File: config.mk
export PLATFORM = sky130hd
export DESIGN_NAME = cssr_top
export DESIGN_NICKNAME = d
export VERILOG_FILES = /design/src/verilog/cssr_pkg.sv /design/src/verilog/cssr_cfg_if.sv /design/src/verilog/cssr_clk_gate.sv /design/src/verilog/cssr_fuse_decode.sv /design/src/verilog/cssr_top.sv
export VERILOG_INCLUDE_DIRS = /design/src /design/src/verilog
export SDC_FILE = /design/constraint.sdc
export NUM_CORES = 1
export LEC_CHECK = 0
export ABC_AREA = 1
export BUFFER_PORTS_ARGS = -buffer_cell sky130_fd_sc_hd__buf_2
export CORE_MARGIN = 8
export CORE_UTILIZATION = 40
export CTS_BUF_LIST = sky130_fd_sc_hd__clkbuf_8
export CTS_CLUSTER_SIZE = 20
export DETAILED_ROUTE_END_ITERATION = 8
export GPL_ROUTABILITY_DRIVEN = 0
export PLACE_DENSITY_LB_ADDON = 0.12
export SYNTH_ARGS = -nofsm -noshare
export SYNTH_HDL_FRONTEND = slang
export SYNTH_SLANG_ARGS = --single-unit
export TNS_END_PERCENT = 50
File: constraint.sdc
create_clock -name mclk_i -period 3.2 [get_ports mclk_i]
set_input_delay 0.32 -clock mclk_i [delete_from_list [all_inputs] [get_ports mclk_i]]
set_output_delay 0.32 -clock mclk_i [all_outputs]
set_load 0.03 [all_outputs]
File: src/verilog/cssr_defines.svh
`ifndef CSSR_DEFINES_SVH
`define CSSR_DEFINES_SVH
// Register byte offsets
`define CSSR_CTRL_OFS 8'h00
`define CSSR_STATUS_OFS 8'h04
`define CSSR_FUSE_OFS 8'h08
`define CSSR_COUNT_OFS 8'h0C
// Control fields
`define CSSR_CTRL_MODE_LSB 0
`define CSSR_CTRL_GO_BIT 4
`define CSSR_CTRL_RST 2'h0
// Latched fuse layout: {divide, startup[1:0], select[3:0]}
`define CSSR_FUSE_SEL_LSB 0
`define CSSR_FUSE_SUT_LSB 4
`define CSSR_FUSE_DIV_BIT 6
`define CSSR_FUSE_DEFAULT 7'h22
// Source select codes, stored polarity
`define CSSR_SEL_EXT 4'h0
`define CSSR_SEL_RSVD 4'h1
`define CSSR_SEL_RC_CAL 4'h2
`define CSSR_SEL_RC_128K 4'h3
// Cycle counts
`define CSSR_TOUT_NONE 16'h0000
`define CSSR_TOUT_SHORT 16'h1000
`define CSSR_TOUT_LONG 16'h2000
`define CSSR_SU_EXT 16'h0006
`define CSSR_SU_258 16'h0102
`define CSSR_SU_1K 16'h0400
`define CSSR_SU_16K 16'h4000
`define CSSR_SU_32K 16'h8000
`define CSSR_SU_RESET_EXTRA 16'h000E
`define CSSR_DIV_LAST 3'h7
// Bus responses
`define CSSR_RESP_OKAY 2'h0
`define CSSR_RESP_SLVERR 2'h2
`endif

File: src/verilog/cssr_pkg.sv
package cssr_pkg;
   typedef enum logic [2:0] {
      ST_HOLD, ST_TOUT, ST_OSC, ST_RUN, ST_SLEEP
   } cssr_state_type;
   typedef enum logic [1:0] {
      SLP_IDLE, SLP_ADCNR, SLP_PDOWN, SLP_PSAVE
   } cssr_sleep_type;
   typedef enum logic [2:0] {
      SRC_EXT, SRC_RSVD, SRC_RC_CAL, SRC_RC_128K, SRC_XTAL_LF, SRC_XTAL_FS, SRC_XTAL_LP
   } cssr_src_type;
endpackage : cssr_pkg

File: src/verilog/cssr_cfg_if.sv
`timescale 1ns/1ps
`default_nettype none
// Fuse fields in, decoded counts out
interface cssr_cfg_if;
   logic [3:0] src_sel;
   logic [1:0] su_len;
   logic [15:0] tout_cycles;
   logic [15:0] su_cycles;
   cssr_pkg::cssr_src_type src;
   modport decoder(input src_sel, su_len, output tout_cycles, su_cycles, src);
   modport user(output src_sel, su_len, input tout_cycles, su_cycles, src);
endinterface : cssr_cfg_if
`default_nettype wire

File: src/verilog/cssr_clk_gate.sv
`timescale 1ns/1ps
`default_nettype none
`include "cssr_defines.svh"
module cssr_clk_gate (
   input wire logic mclk_i, // System clock
   input wire logic srst_i, // Sync reset
   input wire logic running_i, // Core released and awake
   input wire logic sleeping_i, // In a sleep mode
   input wire cssr_pkg::cssr_sleep_type mode_i, // Active sleep mode
   input wire logic div8_i, // Divide-by-eight fuse programmed
   input wire logic osc_tick_i, // Selected source edge
   input wire logic asy_tick_i, // Async timer source edge
   output logic core_clock_en_o, // Core domain enable
   output logic peripheral_clock_en_o, // Peripheral domain enable
   output logic program_memory_clock_en_o, // Program memory enable
   output logic async_timer_clock_en_o, // Async timer enable
   output logic converter_clock_en_o, // Converter enable
   output logic async_detect_en_o // Async wake detectors armed
);
   logic [2:0] div_reg;
   logic [2:0] div_next;

   // Prescaler advances only on source edges
   assign div_next = (div_reg == `CSSR_DIV_LAST) ? 3'h0 : div_reg + 3'h1;
   always_ff @(posedge mclk_i) begin
      if (srst_i) begin
         div_reg <= 3'h0;
      end else if (osc_tick_i) begin
         div_reg <= div_next;
      end
   end

   // Divided tick lands on the wrap so the first edge after reset is delayed
   wire sys_tick = osc_tick_i & (~div8_i | (div_reg == `CSSR_DIV_LAST));
   wire core_on = running_i;
   wire io_on = running_i | (sleeping_i & (mode_i == cssr_pkg::SLP_IDLE));
   wire adc_on = io_on | (sleeping_i & (mode_i == cssr_pkg::SLP_ADCNR));
   wire asy_on = ~srst_i & ~(sleeping_i & (mode_i == cssr_pkg::SLP_PDOWN));

   assign core_clock_en_o = core_on & sys_tick;
   assign program_memory_clock_en_o = core_on & sys_tick;
   assign peripheral_clock_en_o = io_on & sys_tick;
   assign converter_clock_en_o = adc_on & sys_tick;
   assign async_timer_clock_en_o = asy_on & asy_tick_i;
   // Peripheral clock off: async detectors must carry wake-up
   assign async_detect_en_o = ~io_on;
endmodule : cssr_clk_gate
`default_nettype wire

File: src/verilog/cssr_fuse_decode.sv
`timescale 1ns/1ps
`default_nettype none
`include "cssr_defines.svh"
module cssr_fuse_decode #(
   parameter logic [15:0] TOUT_SHORT = `CSSR_TOUT_SHORT,
   parameter logic [15:0] TOUT_LONG = `CSSR_TOUT_LONG,
   parameter logic [15:0] SU_16K = `CSSR_SU_16K,
   parameter logic [15:0] SU_32K = `CSSR_SU_32K
) (
   cssr_cfg_if.decoder cfg // Fuse fields and decoded counts
);
   // Source class from the select code
   wire is_lp = cfg.src_sel[3];
   wire is_fs = (cfg.src_sel[3:1] == 3'h3);
   wire is_lf = (cfg.src_sel[3:1] == 3'h2);
   wire is_xtal = is_lp | is_fs;
   wire [2:0] xtal_idx = {cfg.src_sel[0], cfg.su_len};

   assign cfg.src = is_lp ? cssr_pkg::SRC_XTAL_LP :
      is_fs ? cssr_pkg::SRC_XTAL_FS :
      is_lf ? cssr_pkg::SRC_XTAL_LF :
      (cfg.src_sel == `CSSR_SEL_RC_128K) ? cssr_pkg::SRC_RC_128K :
      (cfg.src_sel == `CSSR_SEL_RC_CAL) ? cssr_pkg::SRC_RC_CAL :
      (cfg.src_sel == `CSSR_SEL_RSVD) ? cssr_pkg::SRC_RSVD :
      cssr_pkg::SRC_EXT;

   // Crystals: low select bit plus startup field pick both counts
   wire [15:0] xtal_su = (xtal_idx < 3'h2) ? `CSSR_SU_258 :
      (xtal_idx < 3'h5) ? `CSSR_SU_1K : SU_16K;
   wire [15:0] xtal_tout = (xtal_idx == 3'h2 || xtal_idx == 3'h5) ? `CSSR_TOUT_NONE :
      (xtal_idx == 3'h1 || xtal_idx == 3'h4 || xtal_idx == 3'h7) ? TOUT_LONG :
      TOUT_SHORT;
   // Other sources: startup field alone picks the time-out
   wire [15:0] gen_tout = (cfg.su_len == 2'h0) ? `CSSR_TOUT_NONE :
      (cfg.su_len == 2'h1) ? TOUT_SHORT : TOUT_LONG;

   assign cfg.tout_cycles = is_xtal ? xtal_tout : gen_tout;
   assign cfg.su_cycles = is_xtal ? xtal_su :
      is_lf ? SU_32K : `CSSR_SU_EXT;
endmodule : cssr_fuse_decode
`default_nettype wire

File: src/verilog/cssr_top.sv
// Functional notes
// - Four-bit select code picks crystal, low-frequency crystal, RC or external source.
// - Fuse bits are inverted: stored one unprogrammed, stored zero programmed.
// - Factory default is calibrated RC, divide-by-eight, startup field 10, max time-out.
// - After other resets release, internal reset holds for an extra time-out.
// - Time-out counts watchdog oscillator cycles, length chosen by fuse fields.
// - Time-out lengths are 0, 4096 or 8192 watchdog cycles.
// - Counter of selected-oscillator cycles holds reset until the count elapses.
// - Oscillator start-up count ranges from 6 (external) to 32K (low-frequency crystal).
// - Start from reset runs time-out then oscillator count, in sequence.
// - Wake from power-save or power-down skips time-out, runs oscillator count only.
// - Clocks of unused domains are gated according to the sleep mode.
// - Gating the core clock halts all core operation.
// - Some interrupt, serial start and two-wire address detection run asynchronously.
// - Program memory clock runs together with the core clock.
// - Async timer clock is independent and keeps running in every sleep mode except power-down.
// - Converter clock stays on in noise reduction sleep while core and peripheral clocks halt.
// - For crystals, low select bit and startup field choose 258, 1K or 16K.
`timescale 1ns/1ps
`default_nettype none
`include "cssr_defines.svh"
module cssr_top #(
   parameter logic [15:0] TOUT_SHORT = `CSSR_TOUT_SHORT, // Short time-out, watchdog cycles
   parameter logic [15:0] TOUT_LONG = `CSSR_TOUT_LONG, // Long time-out, watchdog cycles
   parameter logic [15:0] SU_16K = `CSSR_SU_16K, // Crystal start-up, source cycles
   parameter logic [15:0] SU_32K = `CSSR_SU_32K // Low-freq crystal start-up
) (
   input wire logic mclk_i, // 100 MHz clock
   input wire logic srst_i, // Sync reset, active high
   input wire logic ext_rst_i, // Other reset sources, active high
   input wire logic [6:0] fuse_bits_i, // Stored fuse bits {div, sut, sel}
   input wire logic wdt_tick_i, // Watchdog oscillator edge
   input wire logic osc_tick_i, // Selected oscillator edge
   input wire logic asy_tick_i, // Async timer source edge
   input wire logic wake_i, // Wake-up event from async logic
   output logic int_rst_o, // Internal reset, active high
   output logic core_clock_en_o, // Core domain enable
   output logic peripheral_clock_en_o, // Peripheral domain enable
   output logic program_memory_clock_en_o, // Program memory enable
   output logic async_timer_clock_en_o, // Async timer enable
   output logic converter_clock_en_o, // Converter enable
   output logic async_detect_en_o, // Async detectors armed
   input wire logic [7:0] s_axi_awaddr, // Write address
   input wire logic s_axi_awvalid, // Write address valid
   output logic s_axi_awready, // Write address ready
   input wire logic [31:0] s_axi_wdata, // Write data
   input wire logic [3:0] s_axi_wstrb, // Write strobes
   input wire logic s_axi_wvalid, // Write data valid
   output logic s_axi_wready, // Write data ready
   output logic [1:0] s_axi_bresp, // Write response
   output logic s_axi_bvalid, // Write response valid
   input wire logic s_axi_bready, // Write response ready
   input wire logic [7:0] s_axi_araddr, // Read address
   input wire logic s_axi_arvalid, // Read address valid
   output logic s_axi_arready, // Read address ready
   output logic [31:0] s_axi_rdata, // Read data
   output logic [1:0] s_axi_rresp, // Read response
   output logic s_axi_rvalid, // Read valid
   input wire logic s_axi_rready // Read ready
);
   cssr_pkg::cssr_state_type state_reg;
   cssr_pkg::cssr_state_type state_next;
   cssr_pkg::cssr_sleep_type mode_reg;
   logic [15:0] cnt_reg;
   logic [15:0] cnt_next;
   logic [6:0] fuse_reg;
   logic from_reset_reg;
   logic from_reset_next;
   logic bvalid_reg;
   logic [1:0] bresp_reg;
   logic rvalid_reg;
   logic [1:0] rresp_reg;
   logic [31:0] rdata_reg;

   cssr_cfg_if cfg ();

   // Fuse fields go to the decoder in stored polarity; codes are written that way
   assign cfg.src_sel = fuse_reg[`CSSR_FUSE_SEL_LSB +: 4];
   assign cfg.su_len = fuse_reg[`CSSR_FUSE_SUT_LSB +: 2];
   wire div8_on = ~fuse_reg[`CSSR_FUSE_DIV_BIT];

   cssr_fuse_decode #(
      .TOUT_SHORT(TOUT_SHORT),
      .TOUT_LONG(TOUT_LONG),
      .SU_16K(SU_16K),
      .SU_32K(SU_32K)
   ) u_decode (
      .cfg(cfg)
   );

   // Fuse image defaults to the factory setting until the straps are read;
   // also latched while other resets are held, so the release decision sees fresh straps
   always_ff @(posedge mclk_i) begin
      if (srst_i) begin
         fuse_reg <= `CSSR_FUSE_DEFAULT;
      end else if (ext_rst_i || state_reg == cssr_pkg::ST_HOLD) begin
         fuse_reg <= fuse_bits_i;
      end
   end

   // Oscillator target: reset path adds the fixed settle cycles
   wire [15:0] osc_target = from_reset_reg ? (cfg.su_cycles + `CSSR_SU_RESET_EXTRA) :
      cfg.su_cycles;
   wire tout_last = wdt_tick_i && (cnt_reg == (cfg.tout_cycles - 16'h0001));
   wire osc_last = osc_tick_i && (cnt_reg == (osc_target - 16'h0001));
   wire deep_mode = (mode_reg == cssr_pkg::SLP_PDOWN) || (mode_reg == cssr_pkg::SLP_PSAVE);

   // Bus write decode
   wire wr_take = s_axi_awvalid && s_axi_wvalid && !bvalid_reg;
   wire wr_ctrl = wr_take && (s_axi_awaddr == `CSSR_CTRL_OFS) && s_axi_wstrb[0];
   wire wr_hit = (s_axi_awaddr == `CSSR_CTRL_OFS);
   wire sleep_go = wr_ctrl && s_axi_wdata[`CSSR_CTRL_GO_BIT];

   // Start-up and sleep sequencer
   always_comb begin
      state_next = state_reg;
      cnt_next = cnt_reg;
      from_reset_next = from_reset_reg;
      case (state_reg)
         cssr_pkg::ST_HOLD: begin
            cnt_next = 16'h0000;
            from_reset_next = 1'b1;
            if (!ext_rst_i) begin
               state_next = (cfg.tout_cycles == `CSSR_TOUT_NONE) ?
                  cssr_pkg::ST_OSC : cssr_pkg::ST_TOUT;
            end
         end
         cssr_pkg::ST_TOUT: begin
            if (tout_last) begin
               state_next = cssr_pkg::ST_OSC;
               cnt_next = 16'h0000;
            end else if (wdt_tick_i) begin
               cnt_next = cnt_reg + 16'h0001;
            end
         end
         cssr_pkg::ST_OSC: begin
            if (osc_last) begin
               state_next = cssr_pkg::ST_RUN;
               cnt_next = 16'h0000;
            end else if (osc_tick_i) begin
               cnt_next = cnt_reg + 16'h0001;
            end
         end
         cssr_pkg::ST_RUN: begin
            if (sleep_go) begin
               state_next = cssr_pkg::ST_SLEEP;
            end
         end
         cssr_pkg::ST_SLEEP: begin
            if (wake_i) begin
               from_reset_next = 1'b0;
               cnt_next = 16'h0000;
               // Oscillator kept running in the light modes, no count needed
               state_next = deep_mode ? cssr_pkg::ST_OSC : cssr_pkg::ST_RUN;
            end
         end
         default: begin
            state_next = cssr_pkg::ST_HOLD;
         end
      endcase
      // Any fresh reset throws both counts away
      if (ext_rst_i) begin
         state_next = cssr_pkg::ST_HOLD;
         cnt_next = 16'h0000;
      end
   end

   always_ff @(posedge mclk_i) begin
      if (srst_i) begin
         state_reg <= cssr_pkg::ST_HOLD;
         cnt_reg <= 16'h0000;
         from_reset_reg <= 1'b1;
      end else begin
         state_reg <= state_next;
         cnt_reg <= cnt_next;
         from_reset_reg <= from_reset_next;
      end
   end

   // Reset stays on through time-out and oscillator count
   assign int_rst_o = (state_reg == cssr_pkg::ST_HOLD) || (state_reg == cssr_pkg::ST_TOUT) ||
      (state_reg == cssr_pkg::ST_OSC);

   // Mode can only change while awake, so sleep gating stays stable
   always_ff @(posedge mclk_i) begin
      if (srst_i) begin
         mode_reg <= cssr_pkg::cssr_sleep_type'(`CSSR_CTRL_RST);
      end else if (wr_ctrl && state_reg == cssr_pkg::ST_RUN) begin
         mode_reg <= cssr_pkg::cssr_sleep_type'(s_axi_wdata[`CSSR_CTRL_MODE_LSB +: 2]);
      end
   end

   cssr_clk_gate u_gate (
      .mclk_i(mclk_i),
      .srst_i(srst_i),
      .running_i(state_reg == cssr_pkg::ST_RUN),
      .sleeping_i(state_reg == cssr_pkg::ST_SLEEP),
      .mode_i(mode_reg),
      .div8_i(div8_on),
      .osc_tick_i(osc_tick_i),
      .asy_tick_i(asy_tick_i),
      .core_clock_en_o(core_clock_en_o),
      .peripheral_clock_en_o(peripheral_clock_en_o),
      .program_memory_clock_en_o(program_memory_clock_en_o),
      .async_timer_clock_en_o(async_timer_clock_en_o),
      .converter_clock_en_o(converter_clock_en_o),
      .async_detect_en_o(async_detect_en_o)
   );

   // Write channel: address and data taken together, one response at a time
   assign s_axi_awready = wr_take;
   assign s_axi_wready = wr_take;
   assign s_axi_bvalid = bvalid_reg;
   assign s_axi_bresp = bresp_reg;
   always_ff @(posedge mclk_i) begin
      if (srst_i) begin
         bvalid_reg <= 1'b0;
         bresp_reg <= `CSSR_RESP_OKAY;
      end else if (wr_take) begin
         bvalid_reg <= 1'b1;
         bresp_reg <= wr_hit ? `CSSR_RESP_OKAY : `CSSR_RESP_SLVERR;
      end else if (s_axi_bready) begin
         bvalid_reg <= 1'b0;
      end
   end

   // Read decode: status, fuse image and live count are read-only
   wire [31:0] status_word = {20'h0_0000, 1'b0, cfg.src, 3'h0, int_rst_o, 1'b0, state_reg};
   wire rd_take = s_axi_arvalid && !rvalid_reg;
   wire rd_ctrl = (s_axi_araddr == `CSSR_CTRL_OFS);
   wire rd_stat = (s_axi_araddr == `CSSR_STATUS_OFS);
   wire rd_fuse = (s_axi_araddr == `CSSR_FUSE_OFS);
   wire rd_cnt = (s_axi_araddr == `CSSR_COUNT_OFS);
   wire rd_hit = rd_ctrl | rd_stat | rd_fuse | rd_cnt;
   wire [31:0] rd_word = rd_ctrl ? {30'h0000_0000, mode_reg} :
      rd_stat ? status_word :
      rd_fuse ? {25'h000_0000, fuse_reg} :
      rd_cnt ? {16'h0000, cnt_reg} : 32'h0000_0000;
   assign s_axi_arready = rd_take;
   assign s_axi_rvalid = rvalid_reg;
   assign s_axi_rdata = rdata_reg;
   assign s_axi_rresp = rresp_reg;
   always_ff @(posedge mclk_i) begin
      if (srst_i) begin
         rvalid_reg <= 1'b0;
         rdata_reg <= 32'h0000_0000;
         rresp_reg <= `CSSR_RESP_OKAY;
      end else if (rd_take) begin
         rvalid_reg <= 1'b1;
         rdata_reg <= rd_word;
         rresp_reg <= rd_hit ? `CSSR_RESP_OKAY : `CSSR_RESP_SLVERR;
      end else if (s_axi_rready) begin
         rvalid_reg <= 1'b0;
      end
   end
endmodule : cssr_top
`default_nettype wire
* Yosys cells after proc, flatten, opt, wreduce, memory -nomap -nowiden
Index checks and enable logic that the tools add are counted.
** Cells by class
- Bitwise logic cells :: 19
- Muxes and demuxes :: 42
- Eq/ne operators :: 30
- Magnitude comparators :: 2
- $add $sub $neg :: 5
- Reductions and logical operators :: 32
** Operators with widths (count)
- 2-to-1 mux 16 bit :: 16
- one-hot mux 16 bit (4 select lines) :: 1
- equality test 16 bit :: 2
- subtractor 16 x 1 -> 16 bit (second input constant) :: 2
- 2-to-1 mux 3 bit :: 10
- 2-to-1 mux 14 bit :: 2
- adder 16 x 1 -> 16 bit (second input constant) :: 1
- adder 16 x 4 -> 16 bit (second input constant) :: 1
- equality test 8 x 4 -> 1 bit (second input constant) :: 2
- logical NOT 16 bit :: 1
- logical NOT 8 bit :: 2
- equality test 3 x 2 -> 1 bit (second input constant) :: 5
- equality test 3 bit (second input constant) :: 5
- 2-to-1 mux 15 bit :: 1
- one-hot mux 3 bit (5 select lines) :: 1
- AND 1 bit :: 9
- logical AND 1 bit :: 9
- equality test 4 x 2 -> 1 bit (second input constant) :: 2
- equality test 8 x 3 -> 1 bit (second input constant) :: 1
- inequality test 2 bit (second input constant) :: 4
- AND reduction 4 bit :: 2
- logical OR 1 bit :: 7
- 2-to-1 mux 1 bit :: 7
- bitwise OR 1 bit :: 7
- other kinds (18) :: 30
** Word-level totals
- Input bits :: 71
- Register bits :: 70
- Logic and storage cells :: 141
- Output and inout bits :: 48

* Depth between registers and ports, before layout
- Word-level depth :: 11
- Mapped depth :: 21
- Depth with buffers taken out :: 21

* Modules after synthesis
From an unflattened synthesis, not the netlist that was laid out.
** Unflattened totals
- Cells, all modules :: 831
- Area total of the unflattened synthesis :: 4964.8 µm²
** Modules (own cells, without submodules)
- cssr_top :: area each 4394.2 µm², cells each 735, sequential area each 980.9 µm², times used 1
- cssr_fuse_decode :: area each 351.6 µm², cells each 62, sequential area each 0.0 µm², times used 1
- cssr_clk_gate :: area each 219.0 µm², cells each 34, sequential area each 60.1 µm², times used 1

* Worst setup path before layout
No wires, ideal clock.
- Kind :: reg2reg
- Start :: register fuse_reg[2]
- End :: register cnt_reg[1]
- Path buffers :: 1
- Data required time :: 3.072 ns
- Setup slack :: 0.973 ns
- Stages on the path, launching flop included :: 21
- Data arrival time :: 2.098 ns
- Setup time :: 0.128 ns
- Clock period less this slack :: 2.227 ns
- Cell sequence :: dfxtp_1 -> nor2_1 -> inv_2 -> nand2_1 -> nand2_2 -> nand2_2 -> ha_1 -> nand2_2 -> nand2_1 -> nand3_1 -> nand2_1 -> nand2_1 -> nor2_1 -> nand2_1 -> nor2_1 -> nand3_2 -> nand2_4 -> nand2_4 -> buf_8 -> nand3_1 -> a21oi_1
** On the way
- Longest elaborated chain between the ends :: 10
- Elaborated cells on any way between the ends :: 20
- Classes of those cells :: 3 x add/sub; 6 x eq/ne; 7 x mux; 1 x bitwise; 3 x reduce/logical
** Ends and longest elaborated chain
- start, declared :: line cssr_top.sv:66 : logic [6:0] fuse_reg;
- start signal, assigned :: line cssr_top.sv:95 : fuse_reg <= `CSSR_FUSE_DEFAULT;
- start signal, assigned :: line cssr_top.sv:97 : fuse_reg <= fuse_bits_i;
- equality test 3 x 2 -> 1 bit (on tied branches) :: line cssr_fuse_decode.sv:14, cssr_fuse_decode.sv:15
- bitwise OR 1 bit or 2-to-1 mux 16 bit (tied branches)
- 2-to-1 mux 16 bit (no line)
- adder 16 x 4 -> 16 bit (no line)
- 2-to-1 mux 16 bit :: line cssr_top.sv:102 : wire [15:0] osc_target = from_reset_reg ? (cfg.su_cycles + `CSSR_SU_RESET_EXTRA) :
- subtractor 16 x 1 -> 16 bit :: line cssr_top.sv:105 : wire osc_last = osc_tick_i && (cnt_reg == (osc_target - 16'h0001));
- equality test 16 bit :: line cssr_top.sv:105
- logical AND 1 bit :: line cssr_top.sv:105
- inequality test 3 bit (no line) or 2-to-1 mux 16 bit (tied branches)
- AND reduction 4 bit (no line) or one-hot mux 16 bit (4 select lines) (tied branches)
- end signal, assigned :: line cssr_top.sv:175 : cnt_reg <= cnt_next;
- end, declared :: line cssr_top.sv:64 : logic [15:0] cnt_reg;
Parallel ways exist; a longest one is shown, timed or not.
A chain may end at the register's enable or synchronous reset.

* Worst setup path in the final report
- Start :: register fuse_reg[2]
- End :: register cnt_reg[6]
Same word-level chain as after synthesis.

==> flow_summary.toml <==
[clock_network]
post_cts_buffers = 0
cts-resized-gates = 0
clock-sinks = 52
cts_hold_buf = 0
htree_levels = 2
cts_tree = "yes"
ctsRootBufferMaster = "clkbuf_8"
clk_pin_slew_worst_paths_ns = 0.10
clock_latency_ns = 0.31
clockBufferDepth = 2
cts_buffers = 5

[critical_path]
end_kind = "flip-flop"
path_class = "flip-flop to flip-flop"
slowest_delay_ns = 0.37
cpMostUsedCell = "nand2_1"
critical_path.top_delay_family = "simple AND/OR/NAND/NOR gates"
cp.buffers_inverters = 1
arrival_ns = 2.76
crit_chain = "nor2_1, inv_2, nand2_1, nand2_2, nand2_2, ha_1, nand2_2, nand2_1, nand3_1, nand2_1, nand2_1, nor2_1, nand2_1, nor2_1, nand3_2, nand2_4, nand2_4, nand3_1, a21oi_1"
crit_required_ns = 3.39
crit_fanout = 16
slowest_stage = "dfxtp_1"
start_kind = "flip-flop"

[floorplanning]
die_w_um = 108.5
die-height_um = 108.5
placementRows = 33
die_area_um2 = 11770
num_io_pins = 119
core_um2 = 8258
start_util = 0.4142

[global_route]
grt_max_degree = 24
overflow = 0
grt_pass1_wl_mm = 16.46
antenna_found_initial = 0
grt_pass1_vias = 3498
grt_usage = 0.1691

[placed_design]
port_buffers = 68
dpl.hpwl_mm = 7.813
placed_area_um2 = 3727
place_ws_ns = 0.6578

[synthesis]
yosysUniqueCellTypes = 36
synth-edff-count = 0
netlist_area_um2 = 3421
async_reset_ff_frac = 0
ys_seq_area_frac = 0.3043
ys.flop_type = "dfxtp_1"
synth-seq-cells = 52
synthCells = 538
ys_warn_count = 0
postSynthAreaPerCell_um2 = 6.358

[timing]
max_slew.worst_pin.slew_ns = 0.6596
fin_crit_sh = 0.8029
setup_tns_ns = 0
final-setup-viol-count = 0
fin_crit_ns = 2.569
worst_hold_slack_ns = 0.2181
max_slew_margin = 0.5587
hold_violations = 0
rsz0062_at_grt = "false"
finClkSkew_ns = 0.009542
maxSlewViolCount = 0
fmax_ghz = 0.3892
setup_slack_ns = 0.6306

[outcome]
status = "finished clean"

[power]
p_clk_frac = 0.280
internal-power_mw = 1.050
comb_power_share = 0.301
power.switching_fraction = 0.3745
ir_worst_vdd_uv = 209.7
leakagePower_nw = 1.743
p_seq_frac = 0.419
powerDensity_nw_per_um2 = 437.5
switchingPower_mw = 0.6289

[final_layout]
areaGrowthSynthToFinish_pct = 12.22
drive_above_1_share = 0.1826
layout_common_cells = "119 x nand2_1, 68 x buf_2, 62 x inv_1, 57 x a21oi_1, 56 x nor2_1"
fillers = 908
finalInstanceArea_um2 = 3839
fin_nets = 673
diodes = 0
mostFrequentLayoutCell = "nand2_1"

[routing]
highest_layer = "met4"
met3_length_um = 565
drt_iter0_markers = 163
route.vias.total = 3507
drc = 0
wl_mm = 9.892
wl_met1_mm = 4.665
wl_met2_mm = 4.564
drtPass1Iterations = 6
ant_nets = 0
wl_per_cell_um = 14.09
vias_per_cell = 4.996

[hold_path]
min_path_type = "input pin to flip-flop"

[job]
max_cap_violations = 0
## area by class of cell
cell class                      instances  area (um2)  share of cell area
Timing Repair Buffer                   69       347.8             0.09061
Tap cell                              105       131.4             0.03422
Clock inverter                          3       42.54             0.01108
Multi-Input combinational cell        396        1937              0.5046
Clock buffer                            5       68.82             0.01793
Inverter                               72       270.3             0.07040
Sequential cell                        52        1041              0.2712
## per-stage QoR
| stage | cells | power [mW] | utilization |
|---|---|---|---|
| after floorplan | 555 | 1.125 | - |
| after global routing | 702 | 1.786 | 0.4648 |
| after global placement | 694 | 1.219 | 0.4514 |
| after detailed placement | 694 | 1.222 | 0.4514 |
| after CTS | 702 | 1.686 | 0.4648 |
| final | 702 | 1.679 | 0.4648 |
## worst min-delay path: stages
cell and delay [ns]:
buf_2 0.08, a21oi_1 0.05, o21ai_0 0.06
## cells in the mapped netlist (3+ instances only)
library cell,count,area (um2)
o21ai_0,32,160.2
inv_2,9,33.78
nand4_1,12,75.07
ha_1,6,75.07
inv_1,62,232.7
nand2_2,6,37.54
nand2_4,5,56.30
xor2_1,7,61.31
buf_4,21,157.7
o22ai_1,6,37.54
dfxtp_1,52,1041
nand2_1,119,446.7
o211ai_1,3,22.52
nor2_2,4,25.02
nand3_1,45,225.2
nor2_1,56,210.2
clkbuf_1,9,33.78
a21oi_1,57,285.3
nor3_1,5,25.02
## cell families after synthesis
family,share of synthesized area
AO/OA/AOI/OAI,0.1624
other,0.001096
XOR/XNOR,0.02048
AND/OR/NAND/NOR,0.3416
adder cells (fa/ha/maj),0.02195
flip-flops,0.3043
buffers and inverters,0.1481
## worst paths after layout
| check | startpoint | end | slack [ns] | cells past startpoint |
|---|---|---|---|---|
| min | fuse_bits_i[1] | fuse_reg[1] | 0.22 | 3 |
| max | fuse_reg[2] | cnt_reg[6] | 0.63 | 19 |
| max reg2reg | fuse_reg[2] | cnt_reg[6] | 0.63 | 19 |
| min reg2reg | s_axi_rdata[2] | s_axi_rdata[2] | 0.47 | 2 |
## power by group through the flow
| stage | sequential [mW] | combinational, mW | clock, mW |
|---|---|---|---|
| after floorplan | 0.723 | 0.402 | 0 |
| after global placement | 0.718 | 0.500 | 0 |
| after detailed placement | 0.718 | 0.503 | 0 |
| after CTS | 0.703 | 0.506 | 0.476 |
| after global routing | 0.709 | 0.572 | 0.506 |
| final | 0.704 | 0.506 | 0.470 |
## per-layer routing
layer	vias up	global-route usage
li1	1821	-
met4	0	0.03421
met5	-	0
met2	93	0.2794
met3	12	0.03331
met1	1581	0.2228
No activity file was read; power rests on OpenSTA's default activity.
